$ cat config.mk
export PLATFORM = sky130hd
export DESIGN_NAME = event_status_and_interrupt_logic
export DESIGN_NICKNAME = d
export VERILOG_FILES = /design/src/hw/event_status_and_interrupt_logic.v
export VERILOG_INCLUDE_DIRS = /design/src /design/src/include
export SDC_FILE = /design/constraint.sdc
export NUM_CORES = 1
export LEC_CHECK = 0
export ABC_AREA = 1
export BUFFER_PORTS_ARGS = -buffer_cell sky130_fd_sc_hd__buf_2
export CELL_PAD_IN_SITES_DETAIL_PLACEMENT = 0
export CELL_PAD_IN_SITES_GLOBAL_PLACEMENT = 2
export CORE_MARGIN = 2
export CORE_UTILIZATION = 30
export CTS_CLUSTER_DIAMETER = 80
export DETAILED_ROUTE_END_ITERATION = 10
export GPL_TIMING_DRIVEN = 0
export PLACE_DENSITY_LB_ADDON = 0.1
export SYNTH_ARGS = -nofsm -noshare
export SYNTH_HDL_FRONTEND = slang
export SYNTH_SLANG_ARGS = --single-unit
$ cat constraint.sdc
create_clock -name mclk_in -period 7.4 [get_ports mclk_in]
set_input_delay 0.74 -clock mclk_in [delete_from_list [all_inputs] [get_ports mclk_in]]
set_output_delay 0.74 -clock mclk_in [all_outputs]
set_load 0.01 [all_outputs]
$ cat src/include/evt_defs.vh
/*
  Constants for the event status and interrupt logic: register offsets,
  event bit positions, fault cause positions and timing figures.
  Assumes inclusion by bare name from design files.
*/
`ifndef EVT_DEFS_VH
`define EVT_DEFS_VH

// Register offsets (word index on the plain register port)
`define ADDR_W 4
`define OFF_STATUS 4'h0
`define OFF_FAULT 4'h1
`define OFF_MASK_A 4'h2
`define OFF_MASK_B 4'h3
`define OFF_VEC_A 4'h4
`define OFF_VEC_B 4'h5
`define OFF_STMASK 4'h6
`define OFF_TRIG 4'h7
`define OFF_CTRL 4'h8
`define OFF_STATE 4'h9

// Event status word bit positions
`define EV_XMIT_ERR 15
`define EV_DMA_ERR 14
`define EV_PAGE_FULL 13
`define EV_EOM 12
`define EV_PROG_ERR 11
`define EV_STMASK 10
`define EV_RING_FULL 10
`define EV_STOP 9
`define EV_LOCK_LOST 8
`define EV_ILLEGAL 7
`define EV_TRIGGER 6
`define EV_MODE_CODE 5
`define EV_RETRY_OK 4
`define EV_RETRY_FAIL 3
`define EV_SWITCH 3
`define EV_SELFTEST 2
`define EV_LOOP_CMP 1
`define EV_BUS_B 0

// Fault cause bit positions
`define PF_MODE 15
`define PF_GAP 14
`define PF_TIMEOUT 13
`define PF_WCOUNT 12
`define PF_HOSTCMD 11
`define PF_DIR 10
`define PF_SAFLAG 9
`define PF_ZCOUNT 8
`define PF_FRAME 7
`define PF_NOBASE 6
`define PF_ZBASE 5
`define PF_NOTERM 4
`define PF_RINGPTR 3
`define PF_TERMCW 2
`define PF_SIMBC 1
`define PF_LATENCY 0

// Terminal control word bits
`define TCW_SWITCH 11
`define TCW_SIM 9
`define TCW_MON 8
// Control register bits
`define CTL_MON_MODE 0
`define CTL_BC_MODE 1
`define CTL_RUN 2

// Timing figures
`define GAP_MIN_US 30
`define CLK_MHZ 200
// Minimum gap in clock cycles, sized to match the gap input
`define GAP_MIN_CYC 16'h1770
`define TIMEOUT_MIN 5'h07
`define PAGE_LAST 16'hFFFF
`define ZERO16 16'h0000

`endif

$ cat src/hw/event_status_and_interrupt_logic.v
/*
  Event status and interrupt logic: collects bus and engine events into a
  16-bit event status word, keeps the fault cause register, checks
  programming faults and drives prioritised A/B interrupt requests with
  release on acknowledge. Assumes the message engine pulses its event
  inputs for one cycle on mclk_in and that the host acknowledge input is
  already synchronous (registered by the host side logic).
*/
// Overview of operation
// - End of message from flag or block done
// - End of message interrupts need mask bit 12
// - Fault sets event and cause; host clears
// - Cause bits 15..13: mode, gap, timeout
// - Cause bits 12..10: count, command, direction
// - Cause bits 9..6: flags, count, frame, base
// - Zero base at start: flag, still start
// - Cause bits 4..0: terminals, pointers, control, broadcast, latency
// - Status word and mask overlap raises event
// - Page end raises event, next page
// - Ring end raises event, wrap to start
// - Stop bit: cease, raise event, go off
// - Monitor lock on valid, lost on invalid
// - Illegal command raises event, message error
// - Command matching trigger word sets bit 6
// - Mode code in multi terminal sets bit 5
// - Retry success and retry failed events
// - Switch bus on qualified second command
// - Switchover posts bit 3, no gap, no errors
// - Self-test failure and loop compare events
// - Bus bit zero for A, one for B
// - A vector first; release on acknowledge
// - Two masks select A and B events
`timescale 1ns/10ps
`default_nettype none
`include "evt_defs.vh"

module event_status_and_interrupt_logic (
  input wire mclk_in,
  input wire rst_in,
  // Register port
  input wire [`ADDR_W-1:0] addr_in,
  input wire [15:0] wdata_in,
  input wire wr_in,
  input wire rd_in,
  output reg [15:0] rdata_out,
  // Message engine events
  input wire msg_done_in,
  input wire eom_flag_in,
  input wire msg_bus_b_in,
  input wire [15:0] rx_status_in,
  input wire status_valid_in,
  input wire cmd_valid_in,
  input wire cmd_bus_b_in,
  input wire [15:0] rx_command_in,
  input wire cmd_illegal_in,
  input wire mode_code_done_in,
  input wire page_end_in,
  input wire ring_end_in,
  input wire stop_bit_in,
  input wire msg_valid_in,
  input wire msg_invalid_in,
  input wire retry_ok_in,
  input wire retry_fail_in,
  input wire engine_busy_in,
  input wire [15:0] term_ctrl_in,
  input wire target_bus_disabled_in,
  input wire selftest_fail_in,
  input wire loop_mismatch_in,
  input wire xmit_err_in,
  input wire dma_err_in,
  // Programming fault checks from the engine
  input wire start_cmd_in,
  input wire mode_request_in,
  input wire mode_invalid_in,
  input wire [15:0] gap_cycles_in,
  input wire [4:0] resp_timeout_in,
  input wire wcount_mismatch_in,
  input wire hostcmd_invalid_in,
  input wire [1:0] dir_bits_in,
  input wire saflag_conflict_in,
  input wire zero_count_in,
  input wire frame_short_in,
  input wire no_new_base_in,
  input wire [15:0] control_block_base_in,
  input wire [7:0] term_count_in,
  input wire ring_ptr_bad_in,
  input wire sim_broadcast_in,
  input wire latency_over_in,
  input wire term_cw_check_in,
  // Interrupt acknowledge
  input wire iack_in,
  // Outputs
  output reg irq_a_out,
  output reg irq_b_out,
  output reg [15:0] vector_out,
  output reg vector_valid_out,
  output reg msg_error_out,
  output reg stop_off_out,
  output reg start_out,
  output reg locked_out,
  output reg switch_bus_out,
  output reg gap_invalid_out,
  output reg inhibit_err_out,
  output reg ring_wrap_out,
  output reg page_next_out
);

  // Register file state
  reg [15:0] status_reg, status_next;
  reg [15:0] fault_reg, fault_next;
  reg [15:0] mask_a_reg, mask_b_reg;
  reg [15:0] vec_a_reg, vec_b_reg;
  reg [15:0] stmask_reg, trig_reg;
  reg [2:0] ctrl_reg;
  reg pend_a_reg, pend_b_reg;
  reg [15:0] ev_set, pf_set;
  reg sw_now;

  wire bc_mode = ctrl_reg[`CTL_BC_MODE];
  wire mon_mode = ctrl_reg[`CTL_MON_MODE];

  // Register port address match, used by both write and read decoding
  function hit;
    input [`ADDR_W-1:0] a;
    input [`ADDR_W-1:0] off;
    begin
      hit = (a == off);
    end
  endfunction

  // Bus switchover qualification
  always @* begin
    sw_now = engine_busy_in && cmd_valid_in && (cmd_bus_b_in != msg_bus_b_in) &&
             (term_ctrl_in[`TCW_SIM] || term_ctrl_in[`TCW_MON]) &&
             term_ctrl_in[`TCW_SWITCH] && !target_bus_disabled_in;
  end

  // Programming fault causes
  always @* begin
    pf_set = `ZERO16;
    pf_set[`PF_MODE] = mode_request_in && mode_invalid_in;
    pf_set[`PF_GAP] = start_cmd_in && bc_mode && (gap_cycles_in < `GAP_MIN_CYC);
    pf_set[`PF_TIMEOUT] = start_cmd_in && (resp_timeout_in != 5'h00) &&
                          (resp_timeout_in < `TIMEOUT_MIN);
    pf_set[`PF_WCOUNT] = wcount_mismatch_in;
    pf_set[`PF_HOSTCMD] = hostcmd_invalid_in;
    pf_set[`PF_DIR] = bc_mode && (&dir_bits_in);
    pf_set[`PF_SAFLAG] = saflag_conflict_in;
    pf_set[`PF_ZCOUNT] = zero_count_in;
    pf_set[`PF_FRAME] = frame_short_in;
    pf_set[`PF_NOBASE] = no_new_base_in;
    pf_set[`PF_ZBASE] = start_cmd_in && (control_block_base_in == `ZERO16);
    pf_set[`PF_NOTERM] = start_cmd_in && mon_mode && (term_count_in == 8'h00);
    pf_set[`PF_RINGPTR] = start_cmd_in && ring_ptr_bad_in;
    pf_set[`PF_TERMCW] = term_cw_check_in &&
                         !(term_ctrl_in[`TCW_SIM] || term_ctrl_in[`TCW_MON]);
    pf_set[`PF_SIMBC] = sim_broadcast_in;
    pf_set[`PF_LATENCY] = latency_over_in;
  end

  // Event collection
  always @* begin
    ev_set = `ZERO16;
    ev_set[`EV_XMIT_ERR] = xmit_err_in;
    ev_set[`EV_DMA_ERR] = dma_err_in;
    ev_set[`EV_PAGE_FULL] = page_end_in;
    ev_set[`EV_EOM] = bc_mode ? msg_done_in : (msg_done_in && eom_flag_in);
    ev_set[`EV_PROG_ERR] = |pf_set;
    ev_set[`EV_STMASK] = (bc_mode && status_valid_in && |(rx_status_in & stmask_reg)) ||
                         ring_end_in;
    ev_set[`EV_STOP] = bc_mode && stop_bit_in;
    ev_set[`EV_LOCK_LOST] = mon_mode && locked_out && msg_invalid_in;
    ev_set[`EV_ILLEGAL] = cmd_illegal_in;
    ev_set[`EV_TRIGGER] = cmd_valid_in && (rx_command_in == trig_reg);
    ev_set[`EV_MODE_CODE] = mon_mode && mode_code_done_in;
    ev_set[`EV_RETRY_OK] = retry_ok_in;
    ev_set[`EV_RETRY_FAIL] = retry_fail_in || sw_now;
    ev_set[`EV_SELFTEST] = selftest_fail_in;
    ev_set[`EV_LOOP_CMP] = loop_mismatch_in;
  end

  // Next values: hardware set wins over a host clear in the same cycle
  always @* begin
    status_next = status_reg;
    fault_next = fault_reg;
    if (wr_in && hit(addr_in, `OFF_STATUS)) begin
      status_next = wdata_in;
    end
    if (wr_in && hit(addr_in, `OFF_FAULT)) begin
      fault_next = wdata_in;
    end
    if (msg_done_in || sw_now) begin
      status_next[`EV_BUS_B] = sw_now ? cmd_bus_b_in : msg_bus_b_in;
    end
    status_next = status_next | ev_set;
    fault_next = fault_next | pf_set;
  end

  // Status, fault and host-written registers
  always @(posedge mclk_in or posedge rst_in) begin
    if (rst_in) begin
      status_reg <= `ZERO16;
      fault_reg <= `ZERO16;
      mask_a_reg <= `ZERO16;
      mask_b_reg <= `ZERO16;
      vec_a_reg <= `ZERO16;
      vec_b_reg <= `ZERO16;
      stmask_reg <= `ZERO16;
      trig_reg <= `ZERO16;
      ctrl_reg <= 3'b000;
    end else begin
      status_reg <= status_next;
      fault_reg <= fault_next;
      if (wr_in) begin
        if (hit(addr_in, `OFF_MASK_A)) mask_a_reg <= wdata_in;
        if (hit(addr_in, `OFF_MASK_B)) mask_b_reg <= wdata_in;
        if (hit(addr_in, `OFF_VEC_A)) vec_a_reg <= wdata_in;
        if (hit(addr_in, `OFF_VEC_B)) vec_b_reg <= wdata_in;
        if (hit(addr_in, `OFF_STMASK)) stmask_reg <= wdata_in;
        if (hit(addr_in, `OFF_TRIG)) trig_reg <= wdata_in;
        if (hit(addr_in, `OFF_CTRL)) ctrl_reg <= wdata_in[2:0];
      end
      if (stop_bit_in && bc_mode) begin
        ctrl_reg[`CTL_RUN] <= 1'b0;
      end
    end
  end

  // Interrupt pending: new masked events raise, acknowledge releases.
  // A takes priority so B waits for a second acknowledge.
  always @(posedge mclk_in or posedge rst_in) begin
    if (rst_in) begin
      pend_a_reg <= 1'b0;
      pend_b_reg <= 1'b0;
      vector_out <= `ZERO16;
      vector_valid_out <= 1'b0;
      irq_a_out <= 1'b0;
      irq_b_out <= 1'b0;
    end else begin
      vector_valid_out <= 1'b0;
      if (iack_in && pend_a_reg) begin
        vector_out <= vec_a_reg;
        vector_valid_out <= 1'b1;
        pend_a_reg <= |(ev_set & mask_a_reg);
        pend_b_reg <= pend_b_reg | |(ev_set & mask_b_reg);
      end else if (iack_in && pend_b_reg) begin
        vector_out <= vec_b_reg;
        vector_valid_out <= 1'b1;
        pend_a_reg <= |(ev_set & mask_a_reg);
        pend_b_reg <= |(ev_set & mask_b_reg);
      end else begin
        pend_a_reg <= pend_a_reg | |(ev_set & mask_a_reg);
        pend_b_reg <= pend_b_reg | |(ev_set & mask_b_reg);
      end
      irq_a_out <= pend_a_reg && !(iack_in && pend_a_reg);
      irq_b_out <= pend_b_reg && !(iack_in && !pend_a_reg);
    end
  end

  // Engine-facing responses
  always @(posedge mclk_in or posedge rst_in) begin
    if (rst_in) begin
      msg_error_out <= 1'b0;
      stop_off_out <= 1'b0;
      start_out <= 1'b0;
      locked_out <= 1'b0;
      switch_bus_out <= 1'b0;
      gap_invalid_out <= 1'b0;
      inhibit_err_out <= 1'b0;
      ring_wrap_out <= 1'b0;
      page_next_out <= 1'b0;
    end else begin
      msg_error_out <= cmd_illegal_in;
      stop_off_out <= bc_mode && stop_bit_in;
      start_out <= start_cmd_in;
      ring_wrap_out <= ring_end_in;
      page_next_out <= page_end_in;
      switch_bus_out <= sw_now;
      if (msg_valid_in) begin
        locked_out <= mon_mode;
      end else if (msg_invalid_in) begin
        locked_out <= 1'b0;
      end
      // Held until the switched message ends, so the gap and errors stay off
      if (sw_now) begin
        gap_invalid_out <= 1'b1;
        inhibit_err_out <= 1'b1;
      end else if (msg_done_in) begin
        gap_invalid_out <= 1'b0;
        inhibit_err_out <= 1'b0;
      end
    end
  end

  // Read data, one cycle after the strobe; unmapped reads give zero
  always @(posedge mclk_in or posedge rst_in) begin
    if (rst_in) begin
      rdata_out <= `ZERO16;
    end else if (rd_in) begin
      case (1'b1)
        hit(addr_in, `OFF_STATUS): rdata_out <= status_reg;
        hit(addr_in, `OFF_FAULT): rdata_out <= fault_reg;
        hit(addr_in, `OFF_MASK_A): rdata_out <= mask_a_reg;
        hit(addr_in, `OFF_MASK_B): rdata_out <= mask_b_reg;
        hit(addr_in, `OFF_VEC_A): rdata_out <= vec_a_reg;
        hit(addr_in, `OFF_VEC_B): rdata_out <= vec_b_reg;
        hit(addr_in, `OFF_STMASK): rdata_out <= stmask_reg;
        hit(addr_in, `OFF_TRIG): rdata_out <= trig_reg;
        hit(addr_in, `OFF_CTRL): rdata_out <= {13'h0000, ctrl_reg};
        hit(addr_in, `OFF_STATE): rdata_out <= {12'h000, pend_b_reg, pend_a_reg,
                                                locked_out, gap_invalid_out};
        default: rdata_out <= `ZERO16;
      endcase
    end else begin
      rdata_out <= `ZERO16;
    end
  end

endmodule
`default_nettype wire

== Yosys cells after proc, flatten, opt, wreduce, memory -nomap -nowiden ==
Cells that the tools add are included.
Widths: inputs -> output; s select.

* Register bits after elaboration: 176
* Bits of input ports: 154
* Output and inout bits: 44
* Word-level logic and storage cells: 138

* Order comparisons: 2
* Equality and inequality tests: 11
* Muxes and demuxes: 31
* Bitwise operators: 7
* Reductions and logical operators: 62

{| class="wikitable"
|+ Operators by type and width
! cell !! number
|-
| $mux 16 || 13
|-
| $reduce_or 16->1 || 4
|-
| $and 16x16->16 || 3
|-
| $or 16x16->16 || 2
|-
| $logic_and 1x1->1 || 31
|-
| $reduce_and 2->1 || 9
|-
| $eq 16x16->1 || 1
|-
| $eq 4x3->1 const B || 4
|-
| $logic_not 16->1 || 1
|-
| $lt 16x13->1 const B || 1
|-
| $mux 1 || 14
|-
| $reduce_bool 2->1 || 5
|-
| $eq 4x2->1 const B || 2
|-
| $eq 4x4->1 const B || 2
|-
| $logic_not 8->1 || 1
|-
| $mux 4 || 2
|-
| $mux 3 || 2
|-
| $logic_not 1->1 || 5
|-
| $lt 5x3->1 const B || 1
|-
| $reduce_bool 5->1 || 1
|-
| $eq 4x1->1 const B || 1
|-
| $logic_not 4->1 || 1
|-
| $logic_or 1x1->1 || 4
|-
| $or 1x1->1 || 2
|-
| $ne 1x1->1 || 1
|}

== Depth between registers and ports, before layout ==
Gate-level depths: netlist of run 1.

* Word-level depth: 12
* Mapped depth: 12
* Gate-level depth less buffers: 12

== Worst setup path before layout of run 1 ==
No wires, ideal clock.

* Path type: input -> register
* From: input addr_in[3]
* To: register rdata_out[0]
* Library setup time: 113 ps
* Arrival: 1,839 ps
* Path slack: 5,448 ps
* Stages on the path: 9
* Buffers on the path: 0
* Path through: inv_1 > nand2_1 > nor2_2 > inv_1 > or2_2 > nand2_1 > nand3_1 > nand2_1 > inv_1

* Cells in the longest elaborated chain, start to end: 12
* Elaborated cells on any way between the ends: 21
* Classes of those cells: 9 x eq/ne; 11 x mux; 1 x reduce/logical

{| class="wikitable"
|+ RTL lines
! what !! line !! text
|-
| from (decl) || event_status_and_interrupt_logic.v:41 || <nowiki>input wire [`ADDR_W-1:0] addr_in,</nowiki>
|-
| $eq 4x4->1 || event_status_and_interrupt_logic.v:127 || <nowiki>hit = (a == off);</nowiki>
|-
| $mux 4 (2 in a row) || event_status_and_interrupt_logic.v:300 || <nowiki>case (1'b1)</nowiki>
|-
| $mux 16 (7 in a row) || event_status_and_interrupt_logic.v:300 ||
|-
| $mux 16 * || event_status_and_interrupt_logic.v:300 ||
|-
| $mux 16 * || event_status_and_interrupt_logic.v:299 || <nowiki>end else if (rd_in) begin</nowiki>
|-
| to (signal assigned) || event_status_and_interrupt_logic.v:298 || <nowiki>rdata_out <= `ZERO16;</nowiki>
|-
| to (signal assigned) || event_status_and_interrupt_logic.v:301 || <nowiki>hit(addr_in, `OFF_STATUS): rdata_out <= status_reg;</nowiki>
|-
| to (signal assigned) || event_status_and_interrupt_logic.v:302 || <nowiki>hit(addr_in, `OFF_FAULT): rdata_out <= fault_reg;</nowiki>
|-
| to (decl) || event_status_and_interrupt_logic.v:45 || <nowiki>output reg [15:0] rdata_out,</nowiki>
|}

Every way passes the cells marked *; elsewhere a longest branch is shown, timed or not.
A chain may end at the register's enable or synchronous reset.

== Worst setup path after layout of run 1 ==
* From: input addr_in[3]
* To: register mask_a_reg[4]

* Cells in the longest elaborated chain, start to end: 2

{| class="wikitable"
|+ RTL lines
! what !! line !! text
|-
| $eq 4x2->1 || event_status_and_interrupt_logic.v:127 ||
|-
| $reduce_and 2->1 (no source line) || -- ||
|-
| to (signal assigned) || event_status_and_interrupt_logic.v:204 || <nowiki>mask_a_reg <= `ZERO16;</nowiki>
|-
| to (signal assigned) || event_status_and_interrupt_logic.v:215 || <nowiki>if (hit(addr_in, `OFF_MASK_A)) mask_a_reg <= wdata_in;</nowiki>
|-
| to (decl) || event_status_and_interrupt_logic.v:111 || <nowiki>reg [15:0] mask_a_reg, mask_b_reg;</nowiki>
|}

No other way between the ends.

==> results of run 1 <==
## final timing paths
kind                                              end  cells after the start
max                         mask_a_reg[4]$_DFFE_PP0P_                      8
min                        vector_out[12]$_DFFE_PP0P_                      2
max reg2reg                      pend_b_reg$_DFF_PP0_                      8
min reg2reg                   status_reg[1]$_DFF_PP0_                      2
max in group asynchronous   mask_a_reg[2]$_DFFE_PP0P_                      3
min in group mclk_in          ring_wrap_out$_DFF_PP0_                      1
## logic make-up after synthesis
group	after synthesis	synth area share, %
xor gates and xnor gates	7	0.722
AOI/OAI and AO/OA	196	12.7
buffers and inverters	139	6.52
and+or+nand+nor	577	28.2
DFF	176	51.8
## per-layer routing
layer  global-route usage, %  share of wire [%]  wire (microns)
met1                    32.4                 48           15500
met2                    36.2                 47           15200
met3                    2.86                3.7            1190
met4                    3.43               0.59             191
met5                       0                  0               0
## final cells by class
type | instances | area, sq um | share of cell area [%]
antenna | 1 | 2.50 | 0.0238
buffer | 41 | 186 | 1.77
clock buffer | 18 | 439 | 4.18
clock inverter | 13 | 174 | 1.65
inverter | 98 | 375 | 3.57
multi-input combinational | 780 | 3540 | 33.6
sequential | 176 | 4400 | 41.9
tap | 378 | 473 | 4.50
timing repair buffer | 180 | 923 | 8.78
## per-stage QoR
| step | TNS (ns) | instances |
|---|---|---|
| 2_1_floorplan | 0 | 1095 |
| 3_3_place_gp | -119.35 | 1652 |
| 3_5_place_dp | 0 | 1653 |
| 4_1_cts | 0 | 1684 |
| 5_1_grt | 0 | 1684 |
| 6_report | 0 | 1685 |
## synth_stat cells, types with 3 or more instances
cell	instances
nand2_1	383
dfrtp_1	176
o21ai_0	134
nor2_1	95
inv_1	90
nand3_1	54
a21oi_1	27
clkbuf_1	27
nand4_1	22
o211ai_1	15
buf_2	11
xnor2_1	7
a211o_1	6
inv_2	6
o311ai_0	5
nor2_4	4
or2_2	4
nor3_1	3
## layout by cell type, fill, tap and decap left out, types with 2 or more instances in the layout
cell        netlist  routed
nand2_1         383     383
buf_2            11     190
dfrtp_1         176     176
o21ai_0         134     134
nor2_1           95      95
inv_1            90      89
nand3_1          54      54
clkbuf_1         27      27
a21oi_1          27      27
nand4_1          22      22
clkbuf_16         0      17
o211ai_1         15      15
xnor2_1           7       7
inv_2             6       6
a211o_1           6       6
o311ai_0          5       5
inv_6             0       5
nor2_4            4       4
or2_2             4       4
nor3_1            3       3
bufinv_16         0       3
clkinvlp_4        0       3
clkinv_1          2       2
o21ai_1           2       2
or2_0             2       2
buf_6             2       2
nor3b_1           2       2
o2111ai_1         2       2
nand3b_1          2       2
a21boi_0          2       2
clkinv_4          0       2
## power by group through the flow
stage | sequential, mW | clock, mW | combinational [mW]
global placement | 1.28 | 0 | 0.458
floorplan | 1.25 | 0 | 0.266
finish | 1.27 | 0.967 | 0.457
global route | 1.29 | 1.02 | 0.530
detailed placement | 1.28 | 0 | 0.467
CTS | 1.27 | 0.983 | 0.468
==> out/qor.csv, run 1 <==
metric,value,unit
outcome,finished clean,
ys.flop_type,dfrtp_1,
stdcell_area,0.0105,sq mm
setup_viol,0,
setup_slack,5.26,ns
crit_path_max_incr_delay,0.50,ns
wire_per_inst,19.1,microns
core_area,0.0279,sq mm
cts.sinks,176,
dr.pass1.iters,5,
timing.slew.headroom,43.8,%
yosys_warnings,0,
crit_buf_inv,3,
synth_area_per_cell,7.76,sq um
cts_hold_buf,0,
post-cts-setup-buffers,0,
crit_fanout,10,
grt_use_total,22.3,%
power_density,256,mW/mm^2
die_h,172,microns
cts_max_level,4,
antenna_found_initial,1,
clockPowerShare,36.0,%
crit_type,in2reg,
grt_max_degree,90,
drive_above_1_share,18.7,%
rsz0062_at_grt,false,
clock_path_buffers,2,
synth_cell_type_count,36,
clkLatencyLatePin,0.44,ns
endpoint_kind,flip-flop,
antenna_left,0,
skew,0.0178,ns
power_frac_comb,17.0,%
dpl.hpwl,24.8,mm
vdd_drop_max,0.155,mV
holdWs,0.404,ns
synthArstFlopShare,100,%
port_buffers,179,
vias,7991,
crit_family,simple AND/OR/NAND/NOR gates,
dpl_cell_area,0.00990,sq mm
pwr-share-seq,47.0,%
yosysTopAreaCell,dfrtp_1,
p_int,1.85,mW
path_common_cell,nand2_1,
ys_seq_elements,176,
drc,0,
clkTransAtPathRegs,0.08,ns
place.gp.congestion,0.779,
die_w,172,microns
synth.top_cell.area_share,51.8,%
grt_pass1_vias,7800,
place_ws,4.79,ns
startpoint,addr_in[3],
die_area,0.0297,sq mm
postSynthCellCount,1095,
cts_buffers,17,
rows,61,
area_growth,23.8,%
hold_viol_final,0,
cts-root-buf,clkbuf_16,
p_sw,0.844,mW
timing.fmax,467,MHz
p_sw_share,31.4,%
grt_pass1_wl,47.9,mm
tritoncts,done,
rr_startpoint,ctrl_reg[1]$_DFFE_PP0P_,
period_minus_slack,2.14,ns
nets,1448,
synth_edf_count,0,
reg2reg_slack,5.45,ns
worst_hold_path_type,in2async,
ctsResizeCount,0,
maxCapViolCount,0,
syn-num-nets,1249,
drtIter0Drc,521,
worst_ep_arrival_time,2.43,ns
synth_seq_area_share,51.8,%
synthTopCellsByArea,"dfrtp_1 (52%), nand2_1 (17%), o21ai_0 (7.9%)",
slew_viol_final,0,
finalCritPeriodShare,28.9,%
drt_wl_total,32.1,mm
tightest_slew,0.843,ns
p_leak,5.29,nW
final_util,37.7,%
cp.required,7.69,ns
cp-start-kind,input port,
viasPerCell,4.74,
crit_path_top_delay_cell,nor3_4,
power,2.69,mW
grt_overflow,0,
path_cells,buf_2 -> inv_1 -> nand2_1 -> nor3_4 -> nand2_1 -> clkbuf_1 -> nand2_1 -> o21ai_0,
syn_area,0.00850,sq mm
start_util,30.5,%
fill_cells,3033,
ios,198,
Note: power is estimated with default switching activity, not from simulation.
==> run 2, diff against run 1 <==
- ABC_AREA: 1 -> 0
- clock period: 7.4 -> 1.7 ns (I/O delays scaled with it)
==> out/qor.csv, run 2 <==
metric,value,unit,change
worst_ep_arrival_time,2.33,ns,-0.10 ns
layout_common_cells,"buf_2 (196), dfrtp_1 (171), mux2_2 (97)",,
antenna_found_initial,1,,unchanged
synth_edf_count,0,,unchanged
rsz0062_at_grt,true,,
muxShareOfSynthArea,14.1,%,+14 points
synthTopCellsByArea,"dfrtp_1 (51%), mux2_2 (13%), nand2_1 (4.0%)",,
setup_viol,3,,+3
die_area,0.0300,sq mm,+1.2%
final_common_cell,buf_2,,
syn-num-nets,935,,-25%
crit_fanout,3,,-7
die_h,173,microns,+0.60%
drive_above_1_share,40.2,%,+22 points
finalCritPeriodShare,119,%,
start_util,30.7,%,+0.21 points
place_ws,-0.667,ns,-5.46 ns
vias,7291,,-8.8%
path_cells,a22o_1 -> a221oi_2 -> nand4_1 -> a31o_2 -> a221o_2,,
ys_top_cells_by_count,"dfrtp_1 (176), mux2_2 (97), nand2_1 (92)",,
maxCapViolCount,0,,unchanged
synth_area_per_cell,11.0,sq um,+42%
synthAdderAreaFrac,0,%,unchanged
tritoncts,done,,
p_leak,4.88,nW,-7.8%
ys_seq_elements,176,,unchanged
ys.flop_type,dfrtp_1,,
antenna_left,0,,unchanged
synth_top_family_by_area,simple AND/OR/NAND/NOR gates,,
viasPerCell,5.20,,+9.6%
synth.most_common_cell,dfrtp_1,,
crit_type,reg2reg,,
worst_hold_path_type,in2reg,,
synth_compound_area_share,14.2,%,+1.5 points
clkLatencyLatePin,0.44,ns,about the same
synth.top_cell.area_share,51.2,%,-0.63 points
synth_xor_area_share,1.73,%,+1.0 points
wire_per_inst,24.2,microns,+27%
synth_cell_type_count,70,,+94%
dpl.cell_count,1340,,-19%
final_util,40.1,%,+2.3 points
synthArstFlopShare,100,%,unchanged
dr.pass1.iters,5,,unchanged
drc,0,,unchanged
grt_max_degree,40,,-56%
clkTransAtPathRegs,0.08,ns,about the same
ios,198,,unchanged
finalNonFillerCells,1403,,-17%
timing.slew.headroom,43.3,%,-0.49 points
cp.required,2.02,ns,-5.67 ns
die_w,173,microns,+0.60%
stdcell_area,0.0112,sq mm,+6.7%
setup_slack,-0.315,ns,-5.57 ns
yosysTopAreaCell,dfrtp_1,,
postSynthCellCount,781,,-29%
nets,1165,,-20%
cts_max_level,4,,unchanged
drt_wl_total,34.0,mm,+5.8%
grt_pass1_vias,7401,,-5.1%
place.gp.congestion,0.838,,+7.6%
clock_path_buffers,2,,unchanged
endpoint_kind,flip-flop,,
cp-start-kind,flip-flop,,
period_minus_slack,2.02,ns,
grt_overflow,0,,unchanged
violations,negative setup slack,,
cts.sinks,176,,unchanged
crit_path_top_delay_cell,dfrtp_1,,
crit_family,compound AO/OA/AOI/OAI gates,,
yosys_warnings,0,,unchanged
core_area,0.0280,sq mm,+0.55%
area_growth,30.5,%,
grt_pass1_wl,50.3,mm,+4.9%
cts_buffers,17,,unchanged
grt_use_total,22.8,%,+0.50 points
slew_viol_final,0,,unchanged
skew,0.0128,ns,-0.00508 ns
vdd_drop_max,0.542,mV,+250%
power_density,1120,mW/mm^2,+340%
dpl.hpwl,25.6,mm,+3.3%
timing.fmax,496,MHz,
tightest_slew,0.848,ns,+0.00554 ns
hold_viol_final,0,,unchanged
port_buffers,177,,-1.1%
synth_seq_area_share,51.2,%,-0.63 points
crit_path_max_incr_delay,0.42,ns,-0.08 ns
crit_buf_inv,0,,-3
cts-root-buf,clkbuf_16,,
dpl_cell_area,0.0100,sq mm,+1.5%
syn_area,0.00860,sq mm,+1.2%
yosys.area_share.simple,15.6,%,-13 points
drtIter0Drc,515,,-1.2%
outcome,"finished, violations left",,
rows,61,,unchanged
==> run 2: worst paths after layout <==
path	startpoint	to	slack, ns	depth (start not counted)
setup / recovery	stmask_reg[6]$_DFFE_PP0P_	pend_a_reg$_DFF_PP0_	-0.32	5
hold / removal	mode_invalid_in	fault_reg[15]$_DFF_PP0_	0.02	3
setup reg to reg	stmask_reg[6]$_DFFE_PP0P_	pend_a_reg$_DFF_PP0_	-0.32	5
hold reg to reg	status_reg[10]$_DFF_PP0_	status_reg[10]$_DFF_PP0_	0.50	2
max in group asynchronous	rst_in	status_reg[15]$_DFF_PP0_	0.30	5
min in group asynchronous	rst_in	vector_out[2]$_DFFE_PP0P_	0.44	3
==> run 2: area by class of cell <==
| class | instances | area (sq um) |
|---|---|---|
| antenna | 1 | 2.50 |
| buffer | 44 | 248 |
| clock buffer | 19 | 433 |
| clock inverter | 13 | 175 |
| fill | 2824 | 16800 |
| inverter | 6 | 26.3 |
| multi-input combinational | 554 | 4210 |
| sequential | 176 | 4410 |
| tap | 378 | 473 |
| timing repair buffer | 212 | 1250 |
==> run 2: routing by layer <==
layer	part of all wire, %	vias to the layer above	global-route usage [%]
met5	0	-	0
met4	1.6	0	6.11
met3	4.5	21	3.20
met2	48	234	37.7
met1	46	3679	31.3
li1	-	3357	-
==> run 2: repair_timing <==
| action | CTS | global route |
|---|---|---|
| buffers inserted | 10 | 2 |
| resized for setup | 25 | 27 |
| hold buffers | 19 | 0 |
| endpoints found under the hold margin | 53 | 0 |
| setup endpoints to repair | 24 | 25 |
| pin swaps | 13 | 10 |
==> run 2: per-stage QoR <==
step | power, mW | TNS, ns | hold slack, ns
after floorplan | 6.97 | -127.18 | 0.201
after global placement | 8.14 | -389.10 | 0.312
after detailed placement | 8.20 | -19.24 | 0.310
after CTS | 12.6 | -0.648 | 0.0101
after global routing | 13.2 | -0.906 | 0.0119
final | 12.6 | -0.825 | 0.0175
==> run 2: power breakdown <==
part,leakage [nW],switching (mW),internal [mW]
combinational,2.52,1.33,1.32
sequential,2.07,0.795,4.96
clock,0.289,1.86,2.35
total,4.88,3.98,8.63
==> run 2: worst register-to-register path, cell delays in order (launching register included) <==
cell	delay, ns
dfrtp_1	0.42
a22o_1	0.23
a221oi_2	0.22
nand4_1	0.28
a31o_2	0.37
a221o_2	0.38
==> run 2: cell families (layout without fill, tap and decap cells) <==
| group | Yosys count | count (layout) |
|---|---|---|
| AO/OA/AOI/OAI | 185 | 185 |
| XOR/XNOR | 17 | 17 |
| buffers and inverters | 51 | 294 |
| flip-flops | 176 | 176 |
| multiplexers | 105 | 105 |
| other | 0 | 1 |
| AND/OR/NAND/NOR | 247 | 247 |
